--- config.mk ---
export PLATFORM = sky130hd
export DESIGN_NAME = rxpbc_top
export DESIGN_NICKNAME = d
export VERILOG_FILES = /design/src/hdl/rxpbc_pkg.sv /design/src/hdl/rxpbc_tally.sv /design/src/hdl/rxpbc_port_regs.sv /design/src/hdl/rxpbc_top.sv
export VERILOG_INCLUDE_DIRS = /design/src /design/src/hdl
export SDC_FILE = /design/constraint.sdc
export NUM_CORES = 1
export LEC_CHECK = 0
export BUFFER_PORTS_ARGS = -buffer_cell sky130_fd_sc_hd__buf_2
export CELL_PAD_IN_SITES_DETAIL_PLACEMENT = 1
export CELL_PAD_IN_SITES_GLOBAL_PLACEMENT = 2
export CORE_AREA = 10 10 110 210
export CTS_BUF_LIST = sky130_fd_sc_hd__clkbuf_8
export CTS_CLUSTER_SIZE = 24
export DETAILED_ROUTE_END_ITERATION = 6
export DIE_AREA = 0 0 120 220
export PLACE_DENSITY_LB_ADDON = 0.1
export SLEW_MARGIN = 10
export SYNTH_ARGS = -nofsm -noshare
export SYNTH_HDL_FRONTEND = slang
export SYNTH_SLANG_ARGS = --single-unit
export TNS_END_PERCENT = 100
--- constraint.sdc ---
create_clock -name clk -period 4.3 [get_ports clk]
set_input_delay 0.43 -clock clk [delete_from_list [all_inputs] [get_ports clk]]
set_output_delay 0.43 -clock clk [all_outputs]
set_load 0.05 [all_outputs]
--- src/hdl/rxpbc_params.svh ---
// Offsets, field positions and reset values of the port slice
`ifndef RXPBC_PARAMS_SVH
`define RXPBC_PARAMS_SVH

// ----------------------------------------
// Geometry
// ----------------------------------------
`define RXPBC_NUM_PORTS 4

// ----------------------------------------
// Register offsets
// ----------------------------------------
`define RXPBC_OFS_PORT_SEL 8'h4C
`define RXPBC_OFS_TALLY 8'h57
`define RXPBC_OFS_CFG 8'h58
`define RXPBC_OFS_CTL 8'h59

// ----------------------------------------
// Back-channel config fields
// ----------------------------------------
`define RXPBC_CFG_PASS_ALL 7
`define RXPBC_CFG_PASS_MATCH 6
`define RXPBC_CFG_AUTO_ACK 5
`define RXPBC_CFG_PERSIST 4
`define RXPBC_CFG_CRC_GEN 3
`define RXPBC_CFG_RATE_HI 2
`define RXPBC_CFG_RATE_LO 0

// ----------------------------------------
// Forward-path control fields
// ----------------------------------------
`define RXPBC_CTL_KEEP_LOCAL 7
`define RXPBC_CTL_GPIO_HI 1
`define RXPBC_CTL_GPIO_LO 0

// ----------------------------------------
// Reset values and tally saturation point
// ----------------------------------------
`define RXPBC_CFG_RST 8'h18
`define RXPBC_CTL_RST 8'h00
`define RXPBC_TALLY_RST 8'h00
`define RXPBC_SEL_RST 8'h01
`define RXPBC_TALLY_MAX 8'hFF

`endif

--- src/hdl/rxpbc_pkg.sv ---
// Types shared by the port slice modules
package rxpbc_pkg;

  // Port index
  typedef logic [1:0] rxpbc_port_t;

  // Register byte
  typedef logic [7:0] rxpbc_byte_t;

  // Back-channel rate codes; the rest are reserved
  typedef enum logic [2:0] {
    RXPBC_RATE_2M5 = 3'h0,
    RXPBC_RATE_10M = 3'h2,
    RXPBC_RATE_50M = 3'h6
  } rxpbc_rate_t;

endpackage

--- src/hdl/rxpbc_tally.sv ---
// Saturating self-test error tally for one receive port
`timescale 1ns/10ps
`include "rxpbc_params.svh"

module rxpbc_tally (
  // Clock and reset
  input  wire logic             clk,
  input  wire logic             rst,
  // Self-test events
  input  wire logic             err_pulse,
  input  wire logic             start_pulse,
  // Count
  output      rxpbc_pkg::rxpbc_byte_t count_q
);
  import rxpbc_pkg::*;

  // Saturation point reached
  wire at_max;
  assign at_max = (count_q == `RXPBC_TALLY_MAX);

  // Start clears, errors count up and stop at the top
  always_ff @(posedge clk or posedge rst) begin
    if (rst) begin
      count_q <= `RXPBC_TALLY_RST;
    end else if (start_pulse) begin
      count_q <= `RXPBC_TALLY_RST;
    end else if (err_pulse && !at_max) begin
      count_q <= count_q + 8'h01;
    end
  end

endmodule

--- src/hdl/rxpbc_port_regs.sv ---
// Back-channel and forward-path settings of one receive port
`timescale 1ns/10ps
`include "rxpbc_params.svh"

module rxpbc_port_regs (
  // Clock and reset
  input  wire logic             clk,
  input  wire logic             rst,
  // Strap capture
  input  wire logic             strap_load,
  input  wire logic [2:0]       strap_rate,
  // Write strobes
  input  wire logic             loc_we_cfg,
  input  wire logic             loc_we_ctl,
  input  wire logic             rem_we_cfg,
  input  wire logic             rem_we_ctl,
  input  wire logic [7:0]       wdata,
  // Remote load of forward-path settings
  input  wire logic             fc_load,
  input  wire logic [1:0]       fc_gpio,
  // Register contents
  output      logic [7:0]       cfg_q,
  output      logic [7:0]       ctl_q,
  output      logic             bc_en_q
);
  import rxpbc_pkg::*;

  // Pending remote rate change
  logic       pend_q;
  logic [2:0] pend_rate_q;
  logic [7:0] cfg_d;
  logic [7:0] ctl_d;
  logic       pend_d;

  // Remote write changes the rate code
  wire rem_rate_chg;
  assign rem_rate_chg = rem_we_cfg && !loc_we_cfg &&
    (wdata[2:0] != cfg_q[2:0]);

  // Config next value
  always_comb begin
    cfg_d  = cfg_q;
    pend_d = 1'b0;
    if (loc_we_cfg) begin
      cfg_d = wdata;
    end else if (rem_we_cfg) begin
      cfg_d = {wdata[7:5], cfg_q[4], wdata[3:0]};
      if (rem_rate_chg) begin
        cfg_d[2:0] = cfg_q[2:0];
        cfg_d[`RXPBC_CFG_AUTO_ACK] = 1'b1;
        pend_d = 1'b1;
      end
    end else if (pend_q) begin
      cfg_d[2:0] = pend_rate_q;
    end else if (strap_load) begin
      cfg_d[2:0] = strap_rate;
    end
  end

  // Forward-path next value
  always_comb begin
    ctl_d = ctl_q;
    if (loc_we_ctl || rem_we_ctl) begin
      ctl_d[`RXPBC_CTL_KEEP_LOCAL] = wdata[7];
      if (wdata[7]) begin
        ctl_d[1:0] = wdata[1:0];
      end
    end else if (fc_load && !ctl_q[`RXPBC_CTL_KEEP_LOCAL]) begin
      ctl_d[1:0] = fc_gpio;
    end
    ctl_d[6:2] = 5'h00;
  end

  // Register update
  always_ff @(posedge clk or posedge rst) begin
    if (rst) begin
      cfg_q       <= `RXPBC_CFG_RST;
      ctl_q       <= `RXPBC_CTL_RST;
      pend_q      <= 1'b0;
      pend_rate_q <= 3'h0;
      bc_en_q     <= 1'b1;
    end else begin
      cfg_q       <= cfg_d;
      ctl_q       <= ctl_d;
      pend_q      <= pend_d;
      if (pend_d) begin
        pend_rate_q <= wdata[2:0];
      end
      bc_en_q <= cfg_d[4] | cfg_d[7] | cfg_d[6];
    end
  end

endmodule

--- src/hdl/rxpbc_top.sv ---
// Per-port back-channel and forward-path register slice, four ports
`timescale 1ns/10ps
`include "rxpbc_params.svh"

module rxpbc_top (
  // Clock and reset
  input  wire logic              clk,
  input  wire logic              rst,
  // Rate strap, sampled once after reset
  input  wire logic [2:0]        strap_rate,
  // Local host register port
  input  wire logic              loc_wr,
  input  wire logic              loc_rd,
  input  wire logic [7:0]        loc_addr,
  input  wire logic [7:0]        loc_wdata,
  output      logic [7:0]        loc_rdata,
  output      logic              loc_rvalid,
  // Remote control-channel writes
  input  wire logic              rem_wr,
  input  wire rxpbc_pkg::rxpbc_port_t rem_port,
  input  wire logic [7:0]        rem_addr,
  input  wire logic [7:0]        rem_wdata,
  // Forward-channel settings load, per port
  input  wire logic [3:0]        fc_load,
  input  wire logic [7:0]        fc_gpio,
  // Self-test events, per port
  input  wire logic [3:0]        st_err,
  input  wire logic [3:0]        st_start,
  // Back-channel controls, per port
  output      logic [3:0]        pass_all,
  output      logic [3:0]        pass_match,
  output      logic [3:0]        auto_ack,
  output      logic [3:0]        bc_enable,
  output      logic [3:0]        return_channel_check_generation,
  output      logic [11:0]       return_channel_rate_code,
  // Forward-path controls, per port
  output      logic [3:0]        keep_local_path_settings,
  output      logic [7:0]        downstream_gpio_count
);
  import rxpbc_pkg::*;

  // ----------------------------------------
  // Helpers
  // ----------------------------------------

  // Address compare, shared by both write paths
  function automatic logic hit(input logic [7:0] a, input logic [7:0] k);
    hit = (a == k);
  endfunction

  // ----------------------------------------
  // Declarations
  // ----------------------------------------

  // Port select: low nibble write mask, bits 5:4 read port
  logic [7:0] sel_q;
  // Strap capture done
  logic       strap_done_q;
  // Read data next value
  logic [7:0] rdata_d;

  // Per-port register contents
  logic [7:0] cfg   [4];
  logic [7:0] ctl   [4];
  logic [7:0] tally [4];
  logic [3:0] bc_en;

  // ----------------------------------------
  // Address decode
  // ----------------------------------------

  // Local decode
  wire l_sel   = hit(loc_addr, `RXPBC_OFS_PORT_SEL);
  wire l_tally = hit(loc_addr, `RXPBC_OFS_TALLY);
  wire l_cfg   = hit(loc_addr, `RXPBC_OFS_CFG);
  wire l_ctl   = hit(loc_addr, `RXPBC_OFS_CTL);

  // Remote decode
  wire r_cfg   = rem_wr && hit(rem_addr, `RXPBC_OFS_CFG);
  wire r_ctl   = rem_wr && hit(rem_addr, `RXPBC_OFS_CTL);

  // Read port index
  wire [1:0] rd_port = sel_q[5:4];

  // Strap is taken on the first edge after release
  wire strap_load = !strap_done_q;

  // ----------------------------------------
  // Port select and strap capture
  // ----------------------------------------

  // Port select write, strap flag
  always_ff @(posedge clk or posedge rst) begin
    if (rst) begin
      sel_q        <= `RXPBC_SEL_RST;
      strap_done_q <= 1'b0;
    end else begin
      strap_done_q <= 1'b1;
      if (loc_wr && l_sel) begin
        sel_q <= {2'b00, loc_wdata[5:0]};
      end
    end
  end

  // ----------------------------------------
  // Per-port slices
  // ----------------------------------------

  for (genvar p = 0; p < `RXPBC_NUM_PORTS; p++) begin : g_port

    // Local writes reach every port named in the mask
    wire wmask = sel_q[p];
    wire lwc   = loc_wr && l_cfg && wmask;
    wire lwt   = loc_wr && l_ctl && wmask;

    // Remote writes reach only the port they came in on
    wire rsel  = (rem_port == 2'(p));
    wire rwc   = r_cfg && rsel;
    wire rwt   = r_ctl && rsel;

    // Settings storage
    rxpbc_port_regs u_regs (
      .clk        (clk),
      .rst        (rst),
      .strap_load (strap_load),
      .strap_rate (strap_rate),
      .loc_we_cfg (lwc),
      .loc_we_ctl (lwt),
      .rem_we_cfg (rwc && !lwc),
      .rem_we_ctl (rwt && !lwt),
      .wdata      (lwc || lwt ? loc_wdata : rem_wdata),
      .fc_load    (fc_load[p]),
      .fc_gpio    (fc_gpio[2*p +: 2]),
      .cfg_q      (cfg[p]),
      .ctl_q      (ctl[p]),
      .bc_en_q    (bc_en[p])
    );

    // Self-test tally
    rxpbc_tally u_tally (
      .clk         (clk),
      .rst         (rst),
      .err_pulse   (st_err[p]),
      .start_pulse (st_start[p]),
      .count_q     (tally[p])
    );

    // Outputs straight from the slice flops
    assign pass_all[p]   = cfg[p][`RXPBC_CFG_PASS_ALL];
    assign pass_match[p] = cfg[p][`RXPBC_CFG_PASS_MATCH];
    assign auto_ack[p]   = cfg[p][`RXPBC_CFG_AUTO_ACK];
    assign bc_enable[p]  = bc_en[p];
    assign return_channel_check_generation[p] =
      cfg[p][`RXPBC_CFG_CRC_GEN];
    assign return_channel_rate_code[3*p +: 3] =
      cfg[p][`RXPBC_CFG_RATE_HI:`RXPBC_CFG_RATE_LO];
    assign keep_local_path_settings[p] =
      ctl[p][`RXPBC_CTL_KEEP_LOCAL];
    assign downstream_gpio_count[2*p +: 2] =
      ctl[p][`RXPBC_CTL_GPIO_HI:`RXPBC_CTL_GPIO_LO];
  end

  // ----------------------------------------
  // Read path
  // ----------------------------------------

  // Read mux for the selected port
  always_comb begin
    rdata_d = 8'h00;
    if (l_sel) begin
      rdata_d = sel_q;
    end else if (l_tally) begin
      rdata_d = tally[rd_port];
    end else if (l_cfg) begin
      rdata_d = cfg[rd_port];
    end else if (l_ctl) begin
      rdata_d = ctl[rd_port];
    end
  end

  // Read answer one cycle after the strobe
  always_ff @(posedge clk or posedge rst) begin
    if (rst) begin
      loc_rdata  <= 8'h00;
      loc_rvalid <= 1'b0;
    end else begin
      loc_rvalid <= loc_rd;
      if (loc_rd) begin
        loc_rdata <= rdata_d;
      end
    end
  end

endmodule

==> results of run 1 <==
worst reg2reg max path: stages, from the launching register on:
cell	delay, ns
dfrtp_1	0.72
inv_1	0.16
a2111oi_0	0.46
nor2_1	0.19
a31oi_4	0.36
mux2i_1	0.25
registers in the layout, indices dropped and copies added, names as in the netlist:
| register | flops |
|---|---|
| g_port.u_regs.cfg_q | 32 |
| g_port.u_tally.count_q | 32 |
| g_port.u_regs.ctl_q | 12 |
| g_port.u_regs.pend_rate_q | 12 |
| loc_rdata | 8 |
| sel_q | 6 |
| g_port.u_regs.bc_en_q | 4 |
| g_port.u_regs.pend_q | 4 |
| loc_rvalid | 1 |
| strap_done_q | 1 |
cell families (layout without fill, tap and decap cells):
logic type	Yosys count	after routing	synth area share (%)
mux	103	103	17.6
buf+inv	85	153	6.49
compound gates	123	123	13.4
flops	112	112	38.5
xor+xnor	24	24	2.87
other cells	1	2	0.0512
fa+ha+maj	4	4	0.683
simple gates	256	256	20.4
cells in the final DEF (no fill, tap or decap), drive strengths merged, types with 10 or more instances in the layout:
master	instances
a2bb2oi	12
dfstp	13
mux4	19
clkbuf	10
a32oi	15
mux2	14
buf	117
xnor2	12
xor2	12
nor2	82
mux2i	70
and3	13
a31oi	10
a2111oi	12
nand2	28
o21ai	10
a21oi	20
nand4	15
nand2b	57
nand3	15
inv	24
dfrtp	99
routing by layer:
metal	routed length, um	vias to the layer above
li1	-	2700
met1	8950	3085
met2	16600	137
met3	890	46
met4	1470	0
met5	0	-
layout make-up:
| cell class | count | area [um2] | share of cell area (%) |
|---|---|---|---|
| antenna | 1 | 2.50 | 0.0311 |
| clock buffer | 10 | 138 | 1.71 |
| clock inverter | 6 | 53.8 | 0.669 |
| inverter | 20 | 77.6 | 0.964 |
| multi-input combinational | 511 | 4030 | 50.1 |
| sequential | 112 | 2820 | 35.0 |
| tap | 262 | 328 | 4.07 |
| timing repair buffer | 117 | 596 | 7.40 |
power by group:
group	total, W	internal (W)	switching (W)
clock	0.000659	0.000280	0.000379
sequential	0.00117	0.00110	0.0000761
combinational	0.000458	0.000148	0.000310
per-stage QoR:
stage	cells	hold WS (ns)	util, %	total power (W)	cell area [um2]
floorplan	708	0.461	-	0.00150	7330
global placement	1022	0.480	39.6	0.00164	7850
detailed placement	1022	0.495	39.6	0.00166	7850
CTS	1038	0.194	40.6	0.00232	8040
global route	1039	0.221	40.6	0.00240	8050
finish	1039	0.173	40.6	0.00229	8050
final timing paths:
check	slack, ns	to
min in group clk	0.28	g_port[3].u_regs.ctl_q[0]
setup / recovery	1.60	g_port[3].u_regs.ctl_q[1]
hold / removal	0.17	g_port[0].u_regs.pend_q
hold reg to reg	0.51	g_port[2].u_regs.cfg_q[3]
max in group asynchronous	3.14	g_port[0].u_regs.bc_en_q
setup reg to reg	2.07	g_port[3].u_regs.pend_rate_q[2]
==> Flow_metrics.wiki, run 1 <==
{| class="wikitable"
! Metric !! Value
|-
| Total number of nets in the final design || about 840
|-
| Worst slack after detailed placement || about 1.2 ns
|-
| Grt peak-use layer || met2
|-
| Cells resized by post-CTS repair || 0
|-
| Library cell with the largest summed area after synthesis || dfrtp_1
|-
| Clock buffers created by TritonCTS || 9
|-
| Worst supply voltage drop on vdd || 0.131 mV
|-
| Final-report hold violation count || 0
|-
| Cell types with the highest counts after synthesis || dfrtp_1 (99), nor2_1 (80), mux2i_1 (70)
|-
| Cell Chain, Critical Path || buf_2, nand4bb_1, nor3_1, a32o_1, mux2_2, a221o_1
|-
| Clock Sinks || 112
|-
| Fmax || ~370 MHz
|-
| Final-report setup violation count || 0
|-
| Detailed Route WL || 27.9 mm
|-
| Worst Path Required || 4.59 ns
|-
| Sequential fraction of the synthesis area || between 30% and 40%
|-
| Endpoint class of the critical path || flop
|-
| DIE HEIGHT || around 220 um
|-
| CTS tree || yes
|-
| Critical path's slowest cell || nor3_1
|-
| Layout Skew || 0.0153 ns
|-
| Worst path arrival time || between 2 and 3 ns
|-
| Via count || 5968
|-
| Floorplan Core Area || 19800 um2
|-
| Placement row count || 73
|-
| Ys flop type || dfrtp_1
|-
| Htree depth || 3
|-
| Clock-pin slew on the worst setup and hold paths || 0.11 ns
|-
| Area growth from synthesis to layout || 9.82%
|-
| Count of warnings emitted by yosys || 0
|-
| Worst setup path startpoint || loc_addr[1]
|-
| Final clock period utilization by the worst path || 62.8%
|-
| Number of filler cells placed in the layout || between 2k and 2.5k
|-
| Status || finished, final reports clean
|-
| Count of unique library cells instantiated by Yosys || 69
|-
| Critical path startpoint category || input port
|-
| Crit path largest cell delay || ~0.73 ns
|-
| Wire length of the first global-routing pass || 41.6 mm
|-
| Fraction of final layout cells with drive strength greater than 1 || about a quarter
|-
| Count of buffer and inverter cells on the critical path || 1
|-
| Fraction of met3 tracks used by global routing || around 2.7%
|-
| Slew at the pin closest to its max-slew limit || approximately 1.1 ns
|-
| Leakage power summed over all cells || 3.67 nW
|-
| Effective utilization at floorplan || about 37%
|-
| Total number of cells along the worst setup path || 6
|-
| Critical path peak fanout || 14
|-
| Final critical delay including setup and external delays || ~2.7 ns
|-
| EDFF count, synth || 0
|-
| Worst slew margin relative to its limit || roughly a quarter
|-
| Area of the mapped netlist || around 7300 um2
|-
| Vias per cell || roughly 5.7
|-
| Number of setup buffers added after CTS || 0
|-
| Setup repair after global routing missed its margin || false
|-
| Final-report max-slew violation count || 0
|-
| Met1 track utilization from global routing || a little under a fifth
|-
| Setup tns final || 0 ns
|-
| Number of global-route vias before repair || roughly 6.7k
|-
| M2 GR Usage || 42.4%
|-
| Start of the worst register-to-register path || sel_q[3]
|-
| Dpl hpwl || ~22 mm
|-
| Post-route ant nets || 0
|-
| Largest buffer count on any clock path || 2
|-
| Area contributors post-synth || dfrtp_1 (34%), mux2i_1 (9.6%), mux4_2 (5.8%), nand2b_1 (4.9%), dfstp_2 (4.7%)
|-
| Synth Register Bits || roughly 110
|-
| Number of max-cap violations || 0
|-
| Library cell with the highest instance count after synthesis || dfrtp_1
|-
| Number of optimization iterations in the first detailed-route pass || 4
|-
| Worst skew pair latency || 0.40 ns
|-
| Top-level I/O count || approximately 120
|-
| Post-route worst setup slack || between 1.5 and 2 ns
|-
| Type of the worst setup path || in2reg
|-
| Pin count of the biggest net entering global routing || 55
|-
| Total GRT Usage || around a fifth
|-
| Antenna violations before repair || 1
|-
| Worst min-delay path category || in2async
|-
| Proportion of register bits with asynchronous set or reset after synthesis || 100%
|-
| Total power density per cell area || between 200 and 300 nW/um2
|-
| Iteration-0 DRC Markers || 294
|-
| Worst r2r path cells || 5
|-
| Global-route congestion overflow total || 0
|-
| Count of hold buffers inserted by post-cts repair || 0
|-
| Die ar. || approximately 26000 um2
|-
| Dominant delay contributor by cell family on the critical path || simple AND/OR/NAND/NOR gates
|-
| Routed len/inst || about 27 um
|-
| Remaining DRCs || 0
|-
| X dimension of the die || approximately 120 um
|-
| Port bufs || around 110
|-
| Root Driver || clkbuf_8
|-
| Top-area cell type share of the netlist area || roughly a third
|-
| Net count of the mapped netlist || between 700 and 800
|-
| Gp weighted congestion || just under 0.9
|-
| Post-synthesis instance total || approximately 710
|-
| Synthesized area per cell || ~10 um2
|}
(Power assumes the default switching activity.)
==> inputs of run 2 (changes only) <==
--- a/config.mk
+++ b/config.mk
@@ -9,11 +9,11 @@
 export BUFFER_PORTS_ARGS = -buffer_cell sky130_fd_sc_hd__buf_2
 export CELL_PAD_IN_SITES_DETAIL_PLACEMENT = 1
 export CELL_PAD_IN_SITES_GLOBAL_PLACEMENT = 2
-export CORE_AREA = 10 10 110 210
+export CORE_AREA = 10 10 115 221
 export CTS_BUF_LIST = sky130_fd_sc_hd__clkbuf_8
 export CTS_CLUSTER_SIZE = 24
 export DETAILED_ROUTE_END_ITERATION = 6
-export DIE_AREA = 0 0 120 220
+export DIE_AREA = 0 0 125 231
 export PLACE_DENSITY_LB_ADDON = 0.1
 export SLEW_MARGIN = 10
 export SYNTH_ARGS = -nofsm -noshare
==> constraint.sdc (replaced) <==
create_clock -name clk -period 2.2 [get_ports clk]
set_input_delay 0.22 -clock clk [delete_from_list [all_inputs] [get_ports clk]]
set_output_delay 0.22 -clock clk [all_outputs]
set_load 0.05 [all_outputs]
==> run 2 against run 1 <==
Critical path depth unchanged. First-iteration DRC count up 4.4%. Sequential share of layout area down 2.0 points. Via count up 3.3%. Critical endpoint is now g_port[0].u_regs.pend_rate_q[2].
==> Flow_metrics.wiki, run 2 (synthesis results as in run 1) <==
{| class="wikitable"
! Metric !! Value
|-
| Status || finished, final reports clean
|-
| Worst skew pair latency || 0.43 ns (+0.03 ns)
|-
| Total number of nets in the final design || 886 (+5.9%)
|-
| Setup tns final || 0 ns (unchanged)
|-
| Dominant delay contributor by cell family on the critical path || compound AO/OA/AOI/OAI gates
|-
| DIE HEIGHT || 231 um (+5.0%)
|-
| Count of buffer and inverter cells on the critical path || 1 (unchanged)
|-
| Clock buffers created by TritonCTS || 9 (unchanged)
|-
| Number of optimization iterations in the first detailed-route pass || 4 (unchanged)
|-
| Total power density per cell area || 552 nW/um2 (+94%)
|-
| Die ar. || 28900 um2 (+9.4%)
|-
| Antenna violations before repair || 2 (+1)
|-
| Total GRT Usage || 20.5% (-0.55 points)
|-
| Number of global-route vias before repair || 7002 (+4.9%)
|-
| Final clock period utilization by the worst path || about 94%
|-
| Layout Skew || 0.0210 ns (+0.00568 ns)
|-
| Area growth from synthesis to layout || 16.5%
|-
| Post-route worst setup slack || 0.122 ns (-1.48 ns)
|-
| Leakage power summed over all cells || 3.93 nW (+7.0%)
|-
| Largest buffer count on any clock path || 2 (unchanged)
|-
| Dpl hpwl || 24.4 mm (+8.6%)
|-
| Type of the worst setup path || reg2reg
|-
| Clock Sinks || 112 (unchanged)
|-
| Slew at the pin closest to its max-slew limit || 0.741 ns (-0.406 ns)
|-
| Detailed Route WL || 29.9 mm (+6.9%)
|-
| Critical path startpoint category || flop
|-
| Remaining DRCs || 0 (unchanged)
|-
| Final-report hold violation count || 0 (unchanged)
|-
| Iteration-0 DRC Markers || 307 (+4.4%)
|-
| Top-level I/O count || 115 (unchanged)
|-
| Worst slew margin relative to its limit || 50.6% (+27 points)
|-
| Number of max-cap violations || 0 (unchanged)
|-
| Routed len/inst || 27.1 um (+0.71%)
|-
| Clock-pin slew on the worst setup and hold paths || 0.11 ns (about the same)
|-
| Via count || 6167 (+3.3%)
|-
| Worst supply voltage drop on vdd || 0.293 mV (+120%)
|-
| Gp weighted congestion || 0.873 (-0.57%)
|-
| Root Driver || clkbuf_8
|-
| Htree depth || 3 (unchanged)
|-
| Number of setup buffers added after CTS || 0 (unchanged)
|-
| Number of filler cells placed in the layout || 2517 (+10%)
|-
| Floorplan Core Area || 22000 um2 (+11%)
|-
| CTS tree || yes
|-
| Cell Chain, Critical Path || nand2b_1, a2111oi_1, nor2_1, a31oi_4, buf_12, mux2i_1
|-
| Fraction of final layout cells with drive strength greater than 1 || 31.0% (+4.7 points)
|-
| Worst path arrival time || 2.43 ns (-0.56 ns)
|-
| Wire length of the first global-routing pass || 45.0 mm (+8.1%)
|-
| Vias per cell || 5.59 (-2.7%)
|-
| Final critical delay including setup and external delays || approximately 2.1 ns
|-
| Effective utilization at floorplan || 33.4% (-3.6 points)
|-
| Most frequent cells in the layout || buf_2 (113), dfrtp_1 (99), nor2_1 (80)
|-
| Final-report setup violation count || 0 (unchanged)
|-
| Critical path's slowest cell || dfrtp_1
|-
| Setup repair after global routing missed its margin || false
|-
| Pin count of the biggest net entering global routing || 52 (-5.5%)
|-
| X dimension of the die || 125 um (+4.2%)
|-
| Final-report max-slew violation count || 0 (unchanged)
|-
| Fmax || between 400 and 500 MHz
|-
| Placement row count || 77 (+5.5%)
|-
| Leading cell type in the layout, fill and taps excluded || buf_2
|-
| Endpoint class of the critical path || flop
|-
| Post-route ant nets || 0 (unchanged)
|-
| Worst min-delay path category || in2reg
|-
| Global-route congestion overflow total || 0 (unchanged)
|-
| Registers with the most flip-flops || g_port.u_regs.cfg_q (32), g_port.u_tally.count_q (32)
|-
| Critical path peak fanout || 7 (-7)
|-
| Worst Path Required || 2.55 ns (-2.04 ns)
|-
| Worst slack after detailed placement || -0.323 ns (-1.57 ns)
|-
| Port bufs || 113 (unchanged)
|-
| Crit path largest cell delay || 0.46 ns (-0.27 ns)
|}
run 2: final timing paths:
| check | endpoint | from | slack [ns] | depth (start not counted) |
|---|---|---|---|---|
| worst max-delay path | g_port[0].u_regs.pend_rate_q[2] | g_port[0].u_regs.cfg_q[1] | 0.12 | 6 |
| worst min-delay path | g_port[3].u_regs.ctl_q[1] | fc_gpio[7] | 0.02 | 2 |
| worst max register to register | g_port[0].u_regs.pend_rate_q[2] | g_port[0].u_regs.cfg_q[1] | 0.12 | 6 |
| worst min register to register | g_port[3].u_regs.cfg_q[3] | g_port[3].u_regs.cfg_q[3] | 0.51 | 2 |
| max in group asynchronous | g_port[3].u_regs.bc_en_q | rst | 1.27 | 4 |
| min in group asynchronous | g_port[2].u_regs.pend_rate_q[2] | rst | 0.27 | 3 |
run 2: report_power, final:
part / total (W) / switching, W / leakage, nW / internal, W
logic: 0.00100 / 0.000667 / 2.43 / 0.000335
clock network: 0.00145 / 0.000808 / 0.115 / 0.000644
registers: 0.00226 / 0.000115 / 1.38 / 0.00215
run 2: worst register-to-register path, cell delays in order (launching register included):
cell,delay (ns)
dfrtp_1,0.46
nand2b_1,0.18
a2111oi_1,0.43
nor2_1,0.21
a31oi_4,0.36
buf_12,0.17
mux2i_1,0.19
run 2: stage by stage:
step           instance area [um2]  cells  power, W  hold slack (ns)  util [%]
4_1_cts                       8530   1101   0.00477          0.00621      38.8
6_report                      8540   1103   0.00472           0.0191      38.9
2_1_floorplan                 7330    708   0.00293            0.251         -
3_3_place_gp                  8290   1084   0.00329            0.191      37.8
5_1_grt                       8540   1103   0.00492           0.0141      38.9
3_5_place_dp                  8290   1084   0.00331            0.194      37.8
run 2: area by class of cell:
cell class                      instances  area, um2  share of cell area (%)
Inverter                               20       78.8                   0.923
Antenna cell                            2       5.00                  0.0586
Multi-Input combinational cell        511       4040                    47.3
Clock inverter                          7       95.1                    1.11
Clock buffer                            9        124                    1.45
Sequential cell                       112       2820                    33.0
Tap cell                              276        345                    4.05
Timing Repair Buffer                  166       1030                    12.0
run 2: routing by layer:
layer | wire, um | vias up | GRT usage [%]
met1 | 9580 | 3189 | 18.4
met3 | 851 | 46 | 2.75
met5 | 0 | - | 0
met2 | 18200 | 127 | 42.4
met4 | 1210 | 0 | 10.2
li1 | - | 2805 | -
run 2: timing repair:
action,in CTS,in global routing
endpoints found under the hold margin,6,0
resized for setup,2,2
hold buffers,1,0
setup endpoints to repair,4,6
==> inputs of run 3 (changes only) <==
--- a/config.mk
+++ b/config.mk
@@ -9,11 +9,10 @@
 export BUFFER_PORTS_ARGS = -buffer_cell sky130_fd_sc_hd__buf_2
 export CELL_PAD_IN_SITES_DETAIL_PLACEMENT = 1
 export CELL_PAD_IN_SITES_GLOBAL_PLACEMENT = 2
-export CORE_AREA = 10 10 115 221
-export CTS_BUF_LIST = sky130_fd_sc_hd__clkbuf_8
+export CORE_AREA = 10 10 117 224
 export CTS_CLUSTER_SIZE = 24
 export DETAILED_ROUTE_END_ITERATION = 6
-export DIE_AREA = 0 0 125 231
+export DIE_AREA = 0 0 127 234
 export PLACE_DENSITY_LB_ADDON = 0.1
 export SLEW_MARGIN = 10
 export SYNTH_ARGS = -nofsm -noshare
==> run 3 against run 2 <==
Via count decreased by 0.36%. Largest cell class unchanged. Setup slack improved by 0.036 ns. Fmax increased by 1.8%. Sequential power about the same. Wire length decreased by 1.7%. Critical path type is now in2reg. Sequential cell count unchanged.
==> Flow_metrics.wiki, run 3 (synthesis results as in run 1) <==
{| class="wikitable"
! Metric !! Value
|-
| Iteration-0 DRC Markers || 308 (+0.33%)
|-
| Htree depth || 3 (unchanged)
|-
| Placement row count || 78 (+1.3%)
|-
| Worst Path Required || 2.46 ns (-0.09 ns)
|-
| Type of the worst setup path || in2reg
|-
| Critical path peak fanout || 7 (unchanged)
|-
| Power share of the combinational group || 19.9% (-1.4 points)
|-
| Post-route ant nets || 0 (unchanged)
|-
| Vias per cell || 5.55 (-0.81%)
|-
| Grt peak-use layer || met2
|-
| Registers with the most flip-flops || g_port.u_regs.cfg_q (32), g_port.u_tally.count_q (32)
|-
| Floorplan Core Area || 22600 um2 (+3.1%)
|-
| Number of max-cap violations || 0 (unchanged)
|-
| Global-route congestion overflow total || 0 (unchanged)
|-
| Final-report max-slew violation count || 0 (unchanged)
|-
| Antenna violations before repair || 3 (+1)
|-
| M2 GR Usage || 41.2% (-1.1 points)
|-
| Worst slew margin relative to its limit || 50.0% (-0.60 points)
|-
| Proportion of power drawn by flip-flops and latches || 46.7% (-1.3 points)
|-
| Area used by multi-input combinational logic || 4030 um2 (-0.19%)
|-
| Met1 track utilization from global routing || 17.6% (-0.79 points)
|-
| Number of filler cells placed in the layout || 2583 (+2.6%)
|-
| Worst supply voltage drop on vdd || 0.367 mV (+25%)
|-
| Total GRT Usage || 19.8% (-0.74 points)
|-
| Setup repair after global routing missed its margin || false
|-
| Fraction of final layout cells with drive strength greater than 1 || 30.9% (-0.12 points)
|-
| Dpl hpwl || 24.0 mm (-1.6%)
|-
| Detailed Route WL || 29.3 mm (-1.7%)
|-
| Worst skew pair latency || 0.38 ns (-0.05 ns)
|-
| Gp weighted congestion || 0.858 (-1.7%)
|-
| Storage element area || 2820 um2 (unchanged)
|-
| Leading cell type in the layout, fill and taps excluded || buf_2
|-
| Total number of nets in the final design || 886 (unchanged)
|-
| Switching power || 0.00162 W (+1.8%)
|-
| Part of the power in the clock network || 33.4% (+2.6 points)
|-
| Int Power || 0.00325 W (+3.9%)
|-
| Placed Cells incl. Taps || 1088 (+0.37%)
|-
| Slack of the worst reg-to-reg path || 0.20 ns (+0.08 ns)
|-
| Setup tns final || 0 ns (unchanged)
|-
| Critical path startpoint category || input port
|-
| Most frequent cells in the layout || buf_2 (113), dfrtp_1 (99), nor2_1 (80)
|-
| CTS tree || yes
|-
| Share of total power consumed by net switching || 33.3% (-0.46 points)
|-
| Worst min-delay path category || in2reg
|-
| Routed len/inst || 26.5 um (-2.2%)
|-
| Layout Skew || 0.00691 ns (-0.0141 ns)
|-
| Port bufs || 113 (unchanged)
|-
| Fraction of met3 tracks used by global routing || 3.71% (+0.96 points)
|-
| Worst path arrival time || 2.31 ns (-0.12 ns)
|-
| Clock buffers created by TritonCTS || 9 (unchanged)
|-
| Core occupancy in the finished layout || 37.9% (-0.97 points)
|-
| Number of optimization iterations in the first detailed-route pass || 4 (unchanged)
|-
| Leakage power summed over all cells || 3.95 nW (+0.55%)
|-
| Final-report hold violation count || 0 (unchanged)
|-
| Finished layout cell area || 8580 um2 (+0.50%)
|-
| Endpoint class of the critical path || flop
|-
| Number of global-route vias before repair || 6824 (-2.5%)
|-
| Wire length of the first global-routing pass || 43.8 mm (-2.6%)
|-
| Count of placed standard cells in the final layout, fillers left out || 1108 (+0.45%)
|-
| Slew at the pin closest to its max-slew limit || 0.729 ns (-0.0119 ns)
|-
| Largest buffer count on any clock path || 2 (unchanged)
|-
| Number of setup buffers added after CTS || 0 (unchanged)
|-
| Die ar. || 29700 um2 (+2.9%)
|-
| Total power density per cell area || 567 nW/um2 (+2.7%)
|-
| Fmax || 490 MHz (+1.8%)
|-
| Clock-pin slew on the worst setup and hold paths || 0.07 ns (-0.04 ns)
|-
| Status || finished, final reports clean
|-
| Top-level I/O count || 115 (unchanged)
|-
| Effective utilization at floorplan || 32.4% (-1.0 points)
|-
| Total cell area at the placement stage || 8290 um2 (about the same)
|-
| Root Driver || clkbuf_16
|-
| Final Power || 0.00487 W (+3.2%)
|-
| Remaining DRCs || 0 (unchanged)
|-
| Final critical delay including setup and external delays || 2.04 ns (-0.0361 ns)
|-
| X dimension of the die || 127 um (+1.6%)
|-
| Final-report setup violation count || 0 (unchanged)
|-
| Final clock period utilization by the worst path || 92.8% (-1.6 points)
|-
| Area growth from synthesis to layout || 17.1%
|-
| Via count || 6145 (-0.36%)
|-
| DIE HEIGHT || 234 um (+1.3%)
|-
| Pin count of the biggest net entering global routing || 55 (+5.8%)
|-
| Clock Sinks || 112 (unchanged)
|}
==> run 3: final cells by class <==
| type | count | share of cell area (%) |
|---|---|---|
| multi-input cells | 511 | 47.0 |
| flip-flops and latches | 112 | 32.9 |
| repair buffers | 166 | 11.8 |
| well taps | 280 | 4.08 |
| clock buffers | 10 | 2.67 |
| inverters | 20 | 0.919 |
| clock inverters | 6 | 0.525 |
| diodes | 3 | 0.0875 |
==> run 3: metrics by stage <==
stage | setup slack (ns) | hold WS, ns
2_1_floorplan | 0.273 | 0.251
6_report | 0.158 | 0.0825
5_1_grt | 0.00293 | 0.0770
4_1_cts | 0.152 | 0.0671
3_5_place_dp | -0.244 | 0.273
3_3_place_gp | -0.162 | 0.281
==> run 3: critical path, cell delays in order <==
cell	delay [ns]
buf_2	0.13
nand4bb_1	0.51
nor3_1	0.35
buf_4	0.19
a32o_1	0.19
mux2_2	0.36
a221o_1	0.35
==> run 3: final timing paths <==
kind | start | to | depth (start not counted)
worst max register to register | sel_q[1] | g_port[1].u_regs.cfg_q[1] | 5
max in group asynchronous | rst | g_port[0].u_regs.bc_en_q | 4
worst min-delay path | fc_gpio[6] | g_port[3].u_regs.ctl_q[0] | 2
worst min register to register | g_port[3].u_regs.pend_rate_q[0] | g_port[3].u_regs.pend_rate_q[0] | 2
worst max-delay path | loc_addr[1] | g_port[3].u_regs.ctl_q[1] | 7
min in group asynchronous | rst | sel_q[2] | 3
==> run 3: routing by layer <==
metal	routed length [um]	vias up
li1	-	2803
met1	9500	3192
met2	18000	114
met3	959	36
met4	855	0
met5	0	-
==> run 3: repair_timing <==
action | CTS | global route
hold buffers | 1 | 0
resized for setup | 0 | 1
setup endpoints to repair | 0 | 3
endpoints found under the hold margin | 15 | 0
==> run 3: power groups by stage <==
stage | registers (W) | clock network, W | logic, W
floorplan | 0.00235 | 0 | 0.000587
global placement | 0.00231 | 0 | 0.000955
detailed placement | 0.00232 | 0 | 0.000977
CTS | 0.00228 | 0.00170 | 0.000981
global route | 0.00229 | 0.00178 | 0.00104
finish | 0.00227 | 0.00162 | 0.000966
